## src/logic/rmx_pkg.sv

```systemverilog
// Shared constants, register map and pin carriers for the strap pin mux
package rmx_pkg;

  // ----------------------------------------------------------------------
  // Register map (byte addresses, one aligned 32-bit word each)
  // ----------------------------------------------------------------------
  localparam logic [7:0] RMX_OFF_CTRL     = 8'h00;
  localparam logic [7:0] RMX_OFF_FLAG_DIR = 8'h04;
  localparam logic [7:0] RMX_OFF_FLAG_OUT = 8'h08;
  localparam logic [7:0] RMX_OFF_FLAG_IN  = 8'h0C;
  localparam logic [7:0] RMX_OFF_MODE     = 8'h10;
  localparam logic [7:0] RMX_OFF_INT_MASK = 8'h14;
  localparam logic [7:0] RMX_OFF_INT_REQ  = 8'h18;

  // Field positions and reset values
  localparam int         RMX_CTRL_ALT_BIT  = 0;
  localparam int         RMX_CTRL_PDDR_BIT = 1;
  localparam logic [1:0] RMX_CTRL_RST      = 2'h0;
  localparam logic [7:0] RMX_FLAG_RST      = 8'h00;
  localparam logic [5:0] RMX_MASK_RST      = 6'h00;
  localparam int         RMX_STRAP_BIT     = 2;
  localparam int         RMX_FLAGS         = 8;
  localparam int         RMX_SHARED_LO     = 4;
  localparam int         RMX_IRQS          = 6;

  // AXI responses
  localparam logic [1:0] RMX_RESP_OKAY   = 2'h0;
  localparam logic [1:0] RMX_RESP_SLVERR = 2'h2;

  // Pins sampled from outside the clock domain
  typedef struct packed {
    logic [7:0]  flag_lvl;
    logic [23:0] ext_data;
    logic        host_write_enable_n;
    logic        host_read_enable_n;
    logic        host_address_latch;
    logic        host_port_select_n;
    logic [15:0] host_port_addr_data;
    logic        sp_rx_data;
    logic        sp_rx_frame;
    logic        sp_tx_frame;
  } rmx_pin_in_s;

  // Core-side request to the external memory bus
  typedef struct packed {
    logic [13:0] addr;
    logic [23:0] wdata;
    logic [7:0]  byte_hi;
    logic        drive;
    logic        byte_space;
    logic [3:0]  sel;
  } rmx_mem_req_s;

  // True when the byte address falls on a mapped register
  function automatic logic rmx_hit(input logic [7:0] a);
    return a == RMX_OFF_CTRL || a == RMX_OFF_FLAG_DIR ||
           a == RMX_OFF_FLAG_OUT || a == RMX_OFF_FLAG_IN ||
           a == RMX_OFF_MODE || a == RMX_OFF_INT_MASK ||
           a == RMX_OFF_INT_REQ;
  endfunction

endpackage

```

## src/logic/rmx_sync3.sv

```systemverilog
// Three-stage pin synchroniser with agreement filter
`timescale 1ns/100ps
module rmx_sync3 #(
  parameter int W = 1
) (
  input  wire logic         aclk,
  input  wire logic         ce,
  input  wire logic [W-1:0] d,
  output logic      [W-1:0] q
);
  logic [W-1:0] s1_r;
  logic [W-1:0] s2_r;
  logic [W-1:0] s3_r;

  // No reset: the strap must be seen while reset is still held
  always_ff @(posedge aclk) begin
    if (ce) begin
      s1_r <= d;
      s2_r <= s1_r;
      s3_r <= s2_r;
    end
  end

  // A bit changes only once stages two and three agree
  for (genvar i = 0; i < W; i++) begin : g_bit
    always_ff @(posedge aclk) begin
      if (ce && s2_r[i] == s3_r[i]) begin
        q[i] <= s3_r[i];
      end
    end
  end
endmodule

```

## src/logic/rmx_axil_slave.sv

```systemverilog
// AXI4-Lite slave front end for the pin mux registers
`timescale 1ns/100ps
module rmx_axil_slave
  import rmx_pkg::*;
(
  input  wire logic        aclk,
  input  wire logic        aresetn,
  input  wire logic        ce,
  input  wire logic [7:0]  s_axi_awaddr,
  input  wire logic        s_axi_awvalid,
  output logic             s_axi_awready,
  input  wire logic [31:0] s_axi_wdata,
  input  wire logic [3:0]  s_axi_wstrb,
  input  wire logic        s_axi_wvalid,
  output logic             s_axi_wready,
  output logic [1:0]       s_axi_bresp,
  output logic             s_axi_bvalid,
  input  wire logic        s_axi_bready,
  input  wire logic [7:0]  s_axi_araddr,
  input  wire logic        s_axi_arvalid,
  output logic             s_axi_arready,
  output logic [31:0]      s_axi_rdata,
  output logic [1:0]       s_axi_rresp,
  output logic             s_axi_rvalid,
  input  wire logic        s_axi_rready,
  output logic             wr_pulse,
  output logic [7:0]       wr_addr,
  output logic [31:0]      wr_data,
  output logic [3:0]       wr_strb,
  output logic [7:0]       rd_addr,
  input  wire logic [31:0] rd_data
);
  logic aw_full_r;
  logic w_full_r;

  // Ready only when the holding slot is free and the block runs
  assign s_axi_awready = ce && !aw_full_r && !s_axi_bvalid;
  assign s_axi_wready  = ce && !w_full_r && !s_axi_bvalid;
  assign s_axi_arready = ce && !s_axi_rvalid;
  assign wr_pulse      = ce && aw_full_r && w_full_r && !s_axi_bvalid;
  assign rd_addr       = s_axi_araddr;

  // Address and data are captured independently, in either order
  always_ff @(posedge aclk) begin
    if (!aresetn) begin
      aw_full_r <= 1'b0;
      w_full_r  <= 1'b0;
      wr_addr   <= 8'h00;
      wr_data   <= 32'h0000_0000;
      wr_strb   <= 4'h0;
    end else if (ce) begin
      if (wr_pulse) begin
        aw_full_r <= 1'b0;
        w_full_r  <= 1'b0;
      end else begin
        if (s_axi_awvalid && s_axi_awready) begin
          aw_full_r <= 1'b1;
          wr_addr   <= s_axi_awaddr;
        end
        if (s_axi_wvalid && s_axi_wready) begin
          w_full_r <= 1'b1;
          wr_data  <= s_axi_wdata;
          wr_strb  <= s_axi_wstrb;
        end
      end
    end
  end

  // Write response one cycle after both halves are held
  always_ff @(posedge aclk) begin
    if (!aresetn) begin
      s_axi_bvalid <= 1'b0;
      s_axi_bresp  <= RMX_RESP_OKAY;
    end else if (ce) begin
      if (wr_pulse) begin
        s_axi_bvalid <= 1'b1;
        s_axi_bresp  <= rmx_hit(wr_addr) ? RMX_RESP_OKAY : RMX_RESP_SLVERR;
      end else if (s_axi_bready) begin
        s_axi_bvalid <= 1'b0;
      end
    end
  end

  // Read data captured on the address handshake
  always_ff @(posedge aclk) begin
    if (!aresetn) begin
      s_axi_rvalid <= 1'b0;
      s_axi_rdata  <= 32'h0000_0000;
      s_axi_rresp  <= RMX_RESP_OKAY;
    end else if (ce) begin
      if (s_axi_arvalid && s_axi_arready) begin
        s_axi_rvalid <= 1'b1;
        s_axi_rdata  <= rd_data;
        s_axi_rresp  <= rmx_hit(s_axi_araddr) ? RMX_RESP_OKAY
                                               : RMX_RESP_SLVERR;
      end else if (s_axi_rready) begin
        s_axi_rvalid <= 1'b0;
      end
    end
  end
endmodule

```

## src/logic/rmx_pin_mux.sv

```systemverilog
// Reset-time memory mode strap and pin multiplexer, top level
// Function
// - Strap level during reset fixes memory mode
// - Strap low gives full memory, byte DMA
// - Full mode drives 14-bit address, 24-bit data
// - Byte accesses put address on upper data
// - Strap high gives 16-bit host port
// - Host mode: one address bit, upper data
// - Host drives strobes; device returns acknowledge
// - Mode pins sampled in reset, flags afterward
// - Unmasked shared pin raises interrupt either way
// - Software switches second serial port pin roles
// - Pull-resistor strap: flag input in power-down
// - Buffered strap: flag output in power-down
// - Bus roles fixed; serial roles change anytime
// - Serial clock stays usable in alternate mode
`timescale 1ns/100ps
module rmx_pin_mux
  import rmx_pkg::*;
(
  input  wire logic               aclk,
  input  wire logic               aresetn,
  input  wire logic               ce,
  input  wire logic [7:0]         s_axi_awaddr,
  input  wire logic               s_axi_awvalid,
  output logic                    s_axi_awready,
  input  wire logic [31:0]        s_axi_wdata,
  input  wire logic [3:0]         s_axi_wstrb,
  input  wire logic               s_axi_wvalid,
  output logic                    s_axi_wready,
  output logic [1:0]              s_axi_bresp,
  output logic                    s_axi_bvalid,
  input  wire logic               s_axi_bready,
  input  wire logic [7:0]         s_axi_araddr,
  input  wire logic               s_axi_arvalid,
  output logic                    s_axi_arready,
  output logic [31:0]             s_axi_rdata,
  output logic [1:0]              s_axi_rresp,
  output logic                    s_axi_rvalid,
  input  wire logic               s_axi_rready,
  input  wire rmx_pin_in_s        pins,
  output logic [7:0]              flag_pin_drv,
  output logic [7:0]              flag_pin_en,
  input  wire rmx_mem_req_s       core_req,
  output logic [23:0]             core_rdata,
  output logic [13:0]             external_address_bus,
  output logic [23:0]             ext_data_drv,
  output logic [23:0]             ext_data_en,
  output logic                    combined_memory_select_n,
  output logic                    program_memory_select_n,
  output logic                    data_memory_select_n,
  output logic                    io_memory_select_n,
  output logic                    byte_dma_path_en,
  output logic                    host_internal_dma_en,
  output logic [15:0]             host_port_addr_data_drv,
  output logic                    host_port_addr_data_en,
  output logic                    host_port_acknowledge_n,
  output logic [15:0]             host_ram_addr,
  output logic [15:0]             host_ram_wdata,
  output logic                    host_ram_we,
  input  wire logic [15:0]        host_ram_rdata,
  input  wire logic               power_down,
  input  wire logic               sp_sclk_int,
  input  wire logic               sp_tx_data_int,
  input  wire logic               sp_tx_frame_int,
  input  wire logic               sp_rx_frame_int,
  output logic                    sp_sclk,
  output logic                    sp_tx_data,
  output logic                    sp_tx_frame,
  output logic                    sp_rx_frame_drv,
  output logic                    sp_rx_data_int,
  output logic                    sp_rx_frame_lvl,
  output logic                    sp_tx_frame_lvl,
  output logic [RMX_IRQS-1:0]     irq_req
);
  // ----------------------------------------------------------------------
  // Pin sampling and register front end
  // ----------------------------------------------------------------------
  rmx_pin_in_s p;
  logic        wr_pulse;
  logic [7:0]  wr_addr;
  logic [31:0] wr_data;
  logic [3:0]  wr_strb;
  logic [7:0]  rd_addr;
  logic [31:0] rd_data;

  rmx_sync3 #(.W($bits(rmx_pin_in_s))) u_sync (
    .aclk (aclk),
    .ce   (ce),
    .d    (pins),
    .q    (p)
  );

  rmx_axil_slave u_bus (
    .aclk          (aclk),
    .aresetn       (aresetn),
    .ce            (ce),
    .s_axi_awaddr  (s_axi_awaddr),
    .s_axi_awvalid (s_axi_awvalid),
    .s_axi_awready (s_axi_awready),
    .s_axi_wdata   (s_axi_wdata),
    .s_axi_wstrb   (s_axi_wstrb),
    .s_axi_wvalid  (s_axi_wvalid),
    .s_axi_wready  (s_axi_wready),
    .s_axi_bresp   (s_axi_bresp),
    .s_axi_bvalid  (s_axi_bvalid),
    .s_axi_bready  (s_axi_bready),
    .s_axi_araddr  (s_axi_araddr),
    .s_axi_arvalid (s_axi_arvalid),
    .s_axi_arready (s_axi_arready),
    .s_axi_rdata   (s_axi_rdata),
    .s_axi_rresp   (s_axi_rresp),
    .s_axi_rvalid  (s_axi_rvalid),
    .s_axi_rready  (s_axi_rready),
    .wr_pulse      (wr_pulse),
    .wr_addr       (wr_addr),
    .wr_data       (wr_data),
    .wr_strb       (wr_strb),
    .rd_addr       (rd_addr),
    .rd_data       (rd_data)
  );

  // ----------------------------------------------------------------------
  // Strap capture
  // ----------------------------------------------------------------------
  logic [2:0] mode_r;
  logic       run_r;
  logic       host_mode;

  // Tracks the pins while reset is held; last value wins at release
  always_ff @(posedge aclk) begin
    if (ce && !aresetn) begin
      mode_r <= p.flag_lvl[2:0];
    end
  end

  // Flag roles start only once reset is gone
  always_ff @(posedge aclk) begin
    if (!aresetn) begin
      run_r <= 1'b0;
    end else if (ce) begin
      run_r <= 1'b1;
    end
  end

  assign host_mode            = mode_r[RMX_STRAP_BIT];
  assign byte_dma_path_en     = !host_mode;
  assign host_internal_dma_en = host_mode;

  // ----------------------------------------------------------------------
  // Software registers
  // ----------------------------------------------------------------------
  logic [1:0]          ctrl_r;
  logic [7:0]          flag_dir_r;
  logic [7:0]          flag_out_r;
  logic [RMX_IRQS-1:0] mask_r;

  // Mode word is read-only: bus roles cannot move after reset
  always_ff @(posedge aclk) begin
    if (!aresetn) begin
      ctrl_r     <= RMX_CTRL_RST;
      flag_dir_r <= RMX_FLAG_RST;
      flag_out_r <= RMX_FLAG_RST;
      mask_r     <= RMX_MASK_RST;
    end else if (ce && wr_pulse && wr_strb[0]) begin
      case (wr_addr)
        RMX_OFF_CTRL:     ctrl_r     <= wr_data[1:0];
        RMX_OFF_FLAG_DIR: flag_dir_r <= wr_data[7:0];
        RMX_OFF_FLAG_OUT: flag_out_r <= wr_data[7:0];
        RMX_OFF_INT_MASK: mask_r     <= wr_data[RMX_IRQS-1:0];
        default: ;
      endcase
    end
  end

  // Read mux; unused upper bits read as zero
  always_comb begin
    rd_data = 32'h0000_0000;
    case (rd_addr)
      RMX_OFF_CTRL:     rd_data[1:0]          = ctrl_r;
      RMX_OFF_FLAG_DIR: rd_data[7:0]          = flag_dir_r;
      RMX_OFF_FLAG_OUT: rd_data[7:0]          = flag_out_r;
      RMX_OFF_FLAG_IN:  rd_data[7:0]          = p.flag_lvl;
      RMX_OFF_MODE:     rd_data[2:0]          = mode_r;
      RMX_OFF_INT_MASK: rd_data[RMX_IRQS-1:0] = mask_r;
      RMX_OFF_INT_REQ:  rd_data[RMX_IRQS-1:0] = irq_req;
      default:          rd_data               = 32'h0000_0000;
    endcase
  end

  // ----------------------------------------------------------------------
  // Flag pins and shared interrupts
  // ----------------------------------------------------------------------
  logic alt_sel;
  assign alt_sel = ctrl_r[RMX_CTRL_ALT_BIT];

  // In power-down the strap flag follows the board policy bit, so a
  // pulled pin stops switching and a buffered pin never floats
  always_comb begin
    flag_pin_en = run_r ? flag_dir_r : 8'h00;
    if (run_r && power_down) begin
      flag_pin_en[RMX_STRAP_BIT] = ctrl_r[RMX_CTRL_PDDR_BIT];
    end
  end
  assign flag_pin_drv = flag_out_r;

  // Level read back from the pin, so an own flag drive also vectors
  always_ff @(posedge aclk) begin
    if (!aresetn) begin
      irq_req <= '0;
    end else if (ce) begin
      irq_req[3:0] <= ~p.flag_lvl[7:RMX_SHARED_LO] & mask_r[3:0];
      irq_req[4]   <= alt_sel && !p.sp_rx_frame && mask_r[4];
      irq_req[5]   <= alt_sel && !p.sp_tx_frame && mask_r[5];
    end
  end

  // ----------------------------------------------------------------------
  // Second serial port role switch
  // ----------------------------------------------------------------------
  // Serial clock and both frame levels pass in both roles; data and frame drives swap with the bit
  assign sp_sclk         = sp_sclk_int;
  assign sp_tx_data      = alt_sel ? flag_out_r[0] : sp_tx_data_int;
  assign sp_tx_frame     = alt_sel ? 1'b1 : sp_tx_frame_int;
  assign sp_rx_frame_drv = alt_sel ? 1'b1 : sp_rx_frame_int;
  assign sp_rx_data_int  = alt_sel ? 1'b0 : p.sp_rx_data;
  assign sp_rx_frame_lvl = p.sp_rx_frame;
  assign sp_tx_frame_lvl = p.sp_tx_frame;

  // ----------------------------------------------------------------------
  // External memory bus
  // ----------------------------------------------------------------------
  // Host mode trades the address bus for the host port; peripherals
  // then need an outside latch on the one address bit and the selects
  always_ff @(posedge aclk) begin
    if (!aresetn) begin
      external_address_bus <= 14'h0000;
      ext_data_drv         <= 24'h00_0000;
      ext_data_en          <= 24'h00_0000;
      {combined_memory_select_n, program_memory_select_n,
       data_memory_select_n, io_memory_select_n} <= 4'hF;
    end else if (ce) begin
      {combined_memory_select_n, program_memory_select_n,
       data_memory_select_n, io_memory_select_n} <= ~core_req.sel;
      if (host_mode) begin
        external_address_bus <= {13'h0000, core_req.addr[0]};
        ext_data_drv <= {core_req.wdata[15:0], 8'h00};
        ext_data_en  <= {{16{core_req.drive}}, 8'h00};
      end else begin
        external_address_bus <= core_req.addr;
        ext_data_en  <= {24{core_req.drive}};
        if (core_req.byte_space) begin
          ext_data_drv <= {core_req.byte_hi, core_req.wdata[15:0]};
          ext_data_en  <= {8'hFF, {16{core_req.drive}}};
        end else begin
          ext_data_drv <= core_req.wdata;
        end
      end
    end
  end

  // Read data from the pins, narrowed to the upper lines in host mode
  always_ff @(posedge aclk) begin
    if (!aresetn) begin
      core_rdata <= 24'h00_0000;
    end else if (ce) begin
      core_rdata <= host_mode ? {8'h00, p.ext_data[23:8]} : p.ext_data;
    end
  end

  // ----------------------------------------------------------------------
  // Host port
  // ----------------------------------------------------------------------
  logic wr_act;
  logic rd_act;
  logic wr_prev_r;
  logic rd_prev_r;

  assign wr_act = host_mode && !p.host_port_select_n &&
                  !p.host_write_enable_n;
  assign rd_act = host_mode && !p.host_port_select_n &&
                  !p.host_read_enable_n;

  // Address latch, write commit on strobe release, auto increment
  always_ff @(posedge aclk) begin
    if (!aresetn) begin
      host_ram_addr  <= 16'h0000;
      host_ram_wdata <= 16'h0000;
      host_ram_we    <= 1'b0;
      wr_prev_r      <= 1'b0;
      rd_prev_r      <= 1'b0;
    end else if (ce) begin
      wr_prev_r   <= wr_act;
      rd_prev_r   <= rd_act;
      host_ram_we <= wr_prev_r && !wr_act;
      if (host_mode && !p.host_port_select_n && p.host_address_latch) begin
        host_ram_addr <= p.host_port_addr_data;
      end else if ((wr_prev_r && !wr_act) || (rd_prev_r && !rd_act)) begin
        host_ram_addr <= host_ram_addr + 16'h0001;
      end
      if (wr_act) begin
        host_ram_wdata <= p.host_port_addr_data;
      end
    end
  end

  // Read drive and acknowledge back to the host
  always_ff @(posedge aclk) begin
    if (!aresetn) begin
      host_port_addr_data_drv <= 16'h0000;
      host_port_addr_data_en  <= 1'b0;
      host_port_acknowledge_n <= 1'b1;
    end else if (ce) begin
      host_port_addr_data_drv <= host_ram_rdata;
      host_port_addr_data_en  <= rd_act;
      host_port_acknowledge_n <= !(wr_act || rd_act);
    end
  end
endmodule

```

## config.mk

```make
export PLATFORM = sky130hd
export DESIGN_NAME = rmx_pin_mux
export DESIGN_NICKNAME = d
export VERILOG_FILES = /design/src/logic/rmx_pkg.sv /design/src/logic/rmx_sync3.sv /design/src/logic/rmx_axil_slave.sv /design/src/logic/rmx_pin_mux.sv
export SDC_FILE = /design/constraint.sdc
export NUM_CORES = 1
export LEC_CHECK = 0
export ABC_AREA = 1
export BUFFER_PORTS_ARGS = -buffer_cell sky130_fd_sc_hd__buf_2
export CORE_ASPECT_RATIO = 2
export CORE_MARGIN = 2
export CORE_UTILIZATION = 41
export CTS_CLUSTER_SIZE = 20
export DETAILED_ROUTE_END_ITERATION = 10
export GPL_ROUTABILITY_DRIVEN = 0
export PLACE_DENSITY = 0.68
export SETUP_SLACK_MARGIN = 0.5
export SYNTH_ARGS = -nofsm -noshare
export SYNTH_HDL_FRONTEND = slang
export SYNTH_SLANG_ARGS = --single-unit
```

## constraint.sdc

```tcl
create_clock -name aclk -period 2.85 [get_ports aclk]
set_clock_uncertainty 0.15 [all_clocks]
set_input_delay 0.285 -clock aclk [delete_from_list [all_inputs] [get_ports aclk]]
set_output_delay 0.285 -clock aclk [all_outputs]
set_load 0.05 [all_outputs]
```

### Word level (Yosys, flattened, before mapping)

Index checks and enable logic that the tools add are counted.

* register bits after elaboration: 429
* bits of input ports: 188
* output and inout bits: 213
* word-level logic and storage cells: 319

* $add $sub $neg: 1
* equality and inequality tests: 67
* muxes and demuxes: 28
* bitwise gates (word level): 4
* reductions and logical operators: 129

Operator list (count)
* $mux 24: 5
* $logic_and 1x1->1: 80
* $eq 1x1->1: 55
* $eq 8x5->1 const B: 6
* $eq 8x4->1 const B: 4
* $mux 16: 2
* $reduce_and 2->1: 12
* $add 16x1->16 const B: 1
* $eq 8x3->1 const B: 2
* $logic_not 8->1: 2
* $pmux 3 s5: 1
* $logic_not 1->1: 14
* $logic_or 1x1->1: 14
* $mux 14: 1
* $pmux 2 s7: 1
* $mux 1: 13
* $reduce_bool 2->1: 5
* $mux 8: 1
* $not 4->4: 2
* $pmux 1 s6: 1
* $pmux 2 s3: 1
* $reduce_and 3->1: 2
* $and 4x4->4: 1
* $mux 2: 2
* $not 1->1: 1

### Logic depth before layout (Yosys ltp)

* depth after elaboration: 8
* gate-level depth with buffers: 13
* gate-level depth less buffers: 11

### Hierarchy

Synthesis repeated with hierarchy kept, for this count alone.

* cell total of the unflattened synthesis: 2030
* area total of the unflattened synthesis: 18397.6 um^2

By module, submodules not included
* rmx_sync3: instances 1, cells each 501, area an instance 7757.4 um^2, sequential area each 6606.3 um^2
* rmx_pin_mux: instances 1, cells each 1036, area an instance 7111.8 um^2, sequential area each 3133.0 um^2
* rmx_axil_slave: instances 1, cells each 493, area an instance 3528.4 um^2, sequential area each 1641.6 um^2

### Worst setup path after synthesis

No wires, ideal clock.

* path type: register -> register
* start point: register u_bus.s_axi_bvalid
* end point: register u_bus.wr_addr[3]
* library setup time: 0.119 ns
* data arrival time: 2.031 ns
* data required time: 2.581 ns
* setup slack: 0.549 ns
* cell stages (with the launch flop): 8
* path buffers: 1
* clock period less this slack: 2.301 ns
* cells stage by stage: dfxtp_1 nor2_4 inv_1 nor2_1 nand2_1 buf_2 o21ai_0 a21oi_1

* longest elaborated chain between the ends: 4
* elaborated cells on any way between the ends: 6
* classes of those cells: bitwise (1); reduce/logical (5)

Ends and longest elaborated chain
* start, declared: line rmx_axil_slave.sv:17 `output logic s_axi_bvalid,`
* start signal, assigned: line rmx_axil_slave.sv:72 `s_axi_bvalid <= 1'b0;`
* start signal, assigned: line rmx_axil_slave.sv:76 `s_axi_bvalid <= 1'b1;`
* start signal, assigned: line rmx_axil_slave.sv:79 `s_axi_bvalid <= 1'b0;`
* $logic_not 1->1: line rmx_axil_slave.sv:37 `assign s_axi_awready = ce && !aw_full_r && !s_axi_bvalid;`
* $logic_and 1x1->1: line rmx_axil_slave.sv:37
* via s_axi_awready: line rmx_pin_mux.sv:26 `output logic s_axi_awready,`
* $logic_and 1x1->1: line rmx_axil_slave.sv:56 `if (s_axi_awvalid && s_axi_awready) begin`
* $reduce_and 3->1 (no source line)
* end signal, assigned: line rmx_axil_slave.sv:58 `wr_addr <= s_axi_awaddr;`
* end, declared: line rmx_axil_slave.sv:27 `output logic [7:0] wr_addr,`

The timed path passes the listed nets, and every way through them passes these cells.
A chain may end at the register's enable or synchronous reset.

### Worst setup path in the final report

* start point: register mode_r[2]
* end point: output host_internal_dma_en

RTL lines
* start, declared: line rmx_pin_mux.sv:126 `logic [2:0] mode_r;`
* start signal, assigned: line rmx_pin_mux.sv:133 `mode_r <= p.flag_lvl[2:0];`
* end, declared: line rmx_pin_mux.sv:54 `output logic host_internal_dma_en,`

No word-level cell between the ends.

==> flow_summary.json <==
{
  "postCtsSetupRepairBufs": 0,
  "track_usage_pct": 19.52,
  "synth_edf_count": 223,
  "start_kind": "register",
  "rsz0062_at_grt": "false",
  "grt_pass1_vias": 11940,
  "fin_cells": 2478,
  "ios": 401,
  "cp_cell_sequence": "buf_4, buf_2",
  "pre_cts_ws_ns": 0.8184,
  "p_leak_uw": 0.008770,
  "area_delta_synth_final_pct": 28.73,
  "cpPeakStageDelay_ns": 0.41,
  "finalSetupViolations": 0,
  "min_from": "core_req[6]",
  "synthFlopType": "edfxtp_1",
  "critPathMaxFanout": 28,
  "vias": 12200,
  "start_util_pct": 41.64,
  "critical_path_buf_inv_count": 2,
  "avgViaCountPerCell": 4.924,
  "cp-startpoint": "mode_r[2]",
  "antenna_found_initial": 2,
  "crit_type": "register to output port",
  "final_area_sq_um": 20320,
  "drtIter0Drc": 645,
  "wire_per_inst_microns": 16.34,
  "cts_made_buffers": 36,
  "power.density_nw_per_um2": 648.3,
  "yosys_register_bits": 406,
  "ys_warn_count": 0,
  "placed_area_sq_um": 17700,
  "die_x_microns": 142.7,
  "relSlewSlack_pct": 51.84,
  "cp-end-kind": "output port",
  "dp_cells": 2268,
  "clockPowerShare_pct": 37.6,
  "io_buffers": 345,
  "cap_violations": 0,
  "synth_area_leaders": "edfxtp_1 (42%), dfxtp_1 (23%), nand2_1 (6.1%)",
  "antenna_left": 0,
  "yosysTopAreaCell": "edfxtp_1",
  "comb_power_share_pct": 11.3,
  "die_h_microns": 281.5,
  "first_pass_iters": 5,
  "worst_slack_ns": 0.7665,
  "coreArea_sq_um": 37910,
  "ff2ff_setup_slack_ns": 0.84,
  "cts_resized": 0,
  "intPower_uw": 9855,
  "cts_root_buf": "clkbuf_16",
  "min_period_ns": 2.084,
  "peakVddDrop_mv": 0.6035,
  "outcome": "finished clean",
  "rr_startpoint": "mode_r[2]",
  "clkTransAtPathRegs_ns": 0.06,
  "cp_top_family": "buffers and inverters",
  "drc": 0,
  "syn_area_sq_um": 15790,
  "ys_types": 42,
  "nets": 2174,
  "worst_pin_slew_ns": 0.7215,
  "slowest_stage": "edfxtp_1",
  "critical_path_arrival_ns": 1.65,
  "p_switching_uw": 3318,
  "p_seq_share_pct": 51.1,
  "htreeDepth": 2,
  "avgSynthCellArea_sq_um": 10.26,
  "row_count": 101,
  "hold_class": "input port to register",
  "netlist_instances": 1539,
  "crit_required_ns": 2.41,
  "cts.sinks": 406,
  "yosys.area.top_type_share_pct": 42.42,
  "p_sw_share_pct": 25.19,
  "yosysSeqAreaShare_pct": 65.63,
  "cts_tree": "done",
  "dieArea_sq_um": 40180,
  "grt_overflow": 0,
  "grt_pass1_wl_microns": 61070,
  "wl_microns": 40490,
  "async_reset_ff_share_pct": 0,
  "setup_tns_ns": 0,
  "fmax_mhz": 480.0,
  "clk_latency_ns": 0.53,
  "finalCritPeriodShare_pct": 73.11,
  "final-max-slew-violation-count": 0,
  "grt_max_degree": 120,
  "clockBufferDepth": 3,
  "hpwl_microns": 27150,
  "hold_viol_final": 0,
  "drive_gt1_share_pct": 21.82
}
## routing by layer
metal | global-route usage, % | wire length [microns]
met2 | 35.93 | 21110
met1 | 20.27 | 14450
met3 | 3.397 | 2335
met5 | 0 | 0
met4 | 12.08 | 2584
## layout by cell type (no fill, tap or decap), types with 2 or more instances in the layout
cell type and instances:
a211oi_1 2, a21oi_1 98, a31oi_1 11, and2_1 2
buf_12 7, buf_2 341, buf_4 10, bufinv_16 5
clkbuf_1 8, clkbuf_16 36, clkinv_1 8, clkinv_2 2
conb_1 26, dfxtp_1 183, diode_2 3, dlygate4sd3_1 142
edfxtp_1 223, inv_1 103, inv_2 6, inv_6 4
nand2_1 256, nand2_2 7, nand3_1 75, nand3b_1 2
nand4_1 4, nor2_1 228, nor2_2 4, nor2_4 3
nor3_1 6, o211ai_1 19, o21ai_0 113, o21bai_1 2
or2_2 2, xor2_1 56
## per-stage QoR
| step | total power, uW | hold WS (ns) | utilization (%) |
|---|---|---|---|
| after floorplan | 7772 | 0.2339 | - |
| after global placement | 8147 | 0.2517 | 46.70 |
| after detailed placement | 8191 | 0.2545 | 46.70 |
| after CTS | 13330 | 0.002333 | 53.58 |
| after global routing | 13690 | 0.02573 | 53.59 |
| final | 13170 | 0.03159 | 53.60 |
## cells in the mapped netlist (all sizes together) (19+ instances only)
master	number
a21oi	99
buf	90
clkbuf	28
dfxtp	183
edfxtp	223
inv	111
nand2	264
nand3	76
nor2	236
o211ai	19
o21ai	114
xor2	56
## registers in the layout, summed over array words and instances (netlist names), 2 cells and up
register,flops
u_bus.wr_data,8
ext_data_en,3
u_sync.q,55
core_rdata,24
flag_dir_r,8
host_ram_addr,16
ctrl_r,2
host_port_addr_data_drv,16
u_bus.wr_addr,8
host_ram_wdata,16
irq_req,6
flag_pin_drv,8
ext_data_drv,24
u_sync.s2_r,55
mask_r,6
external_address_bus,14
u_sync.s3_r,55
mode_r,3
u_sync.s1_r,55
u_bus.s_axi_rdata,8
## layout make-up
class / instances / area, sq um
fill: 3253 / 17590
sequential: 406 / 10360
multi-input combinational: 928 / 4399
timing repair buffer: 501 / 3358
clock buffer: 45 / 944.7
tap: 463 / 579.3
inverter: 112 / 427.9
clock inverter: 20 / 242.7
antenna: 3 / 7.507
## worst register-to-register path: cells and delay by family (launching register included)
kind | cells | cell delay [ns]
buffers and inverters | 2 | 0.91
DFF | 1 | 0.41
AOI/OAI and AO/OA | 3 | 0.34
and+or+nand+nor | 1 | 0.08
## repair_timing
| action | CTS | global route |
|---|---|---|
| hold endpoints to repair | 138 | 0 |
| setup endpoints to repair | 0 | 0 |
| hold buffers | 142 | 0 |
## cell families (layout without fill, tap and decap cells)
family | count (synthesis) | count (layout) | synth area share, %
fa+ha+maj | 1 | 1 | 0.07925
mux | 1 | 1 | 0.06341
xor+xnor | 57 | 57 | 3.163
simple gates | 594 | 594 | 15.50
buf+inv | 230 | 678 | 7.142
other cells | 1 | 29 | 0.02376
flops | 406 | 406 | 65.63
compound gates | 249 | 249 | 8.402
## worst paths after layout
check | depth (start not counted) | to
hold reg to reg | 0 | u_sync.s2_r[28]
setup / recovery | 2 | host_internal_dma_en
setup reg to reg | 6 | ext_data_drv[19]
hold / removal | 5 | ext_data_drv[16]
## power by group through the flow
stage          combinational, uW  clock (uW)  sequential (uW)
2_1_floorplan                640           0             7130
4_1_cts                     1480        5110             6740
3_3_place_gp                1300           0             6840
5_1_grt                     1600        5320             6770
6_report                    1480        4950             6740
3_5_place_dp                1330           0             6870
No activity file was read; power rests on OpenSTA's default activity.
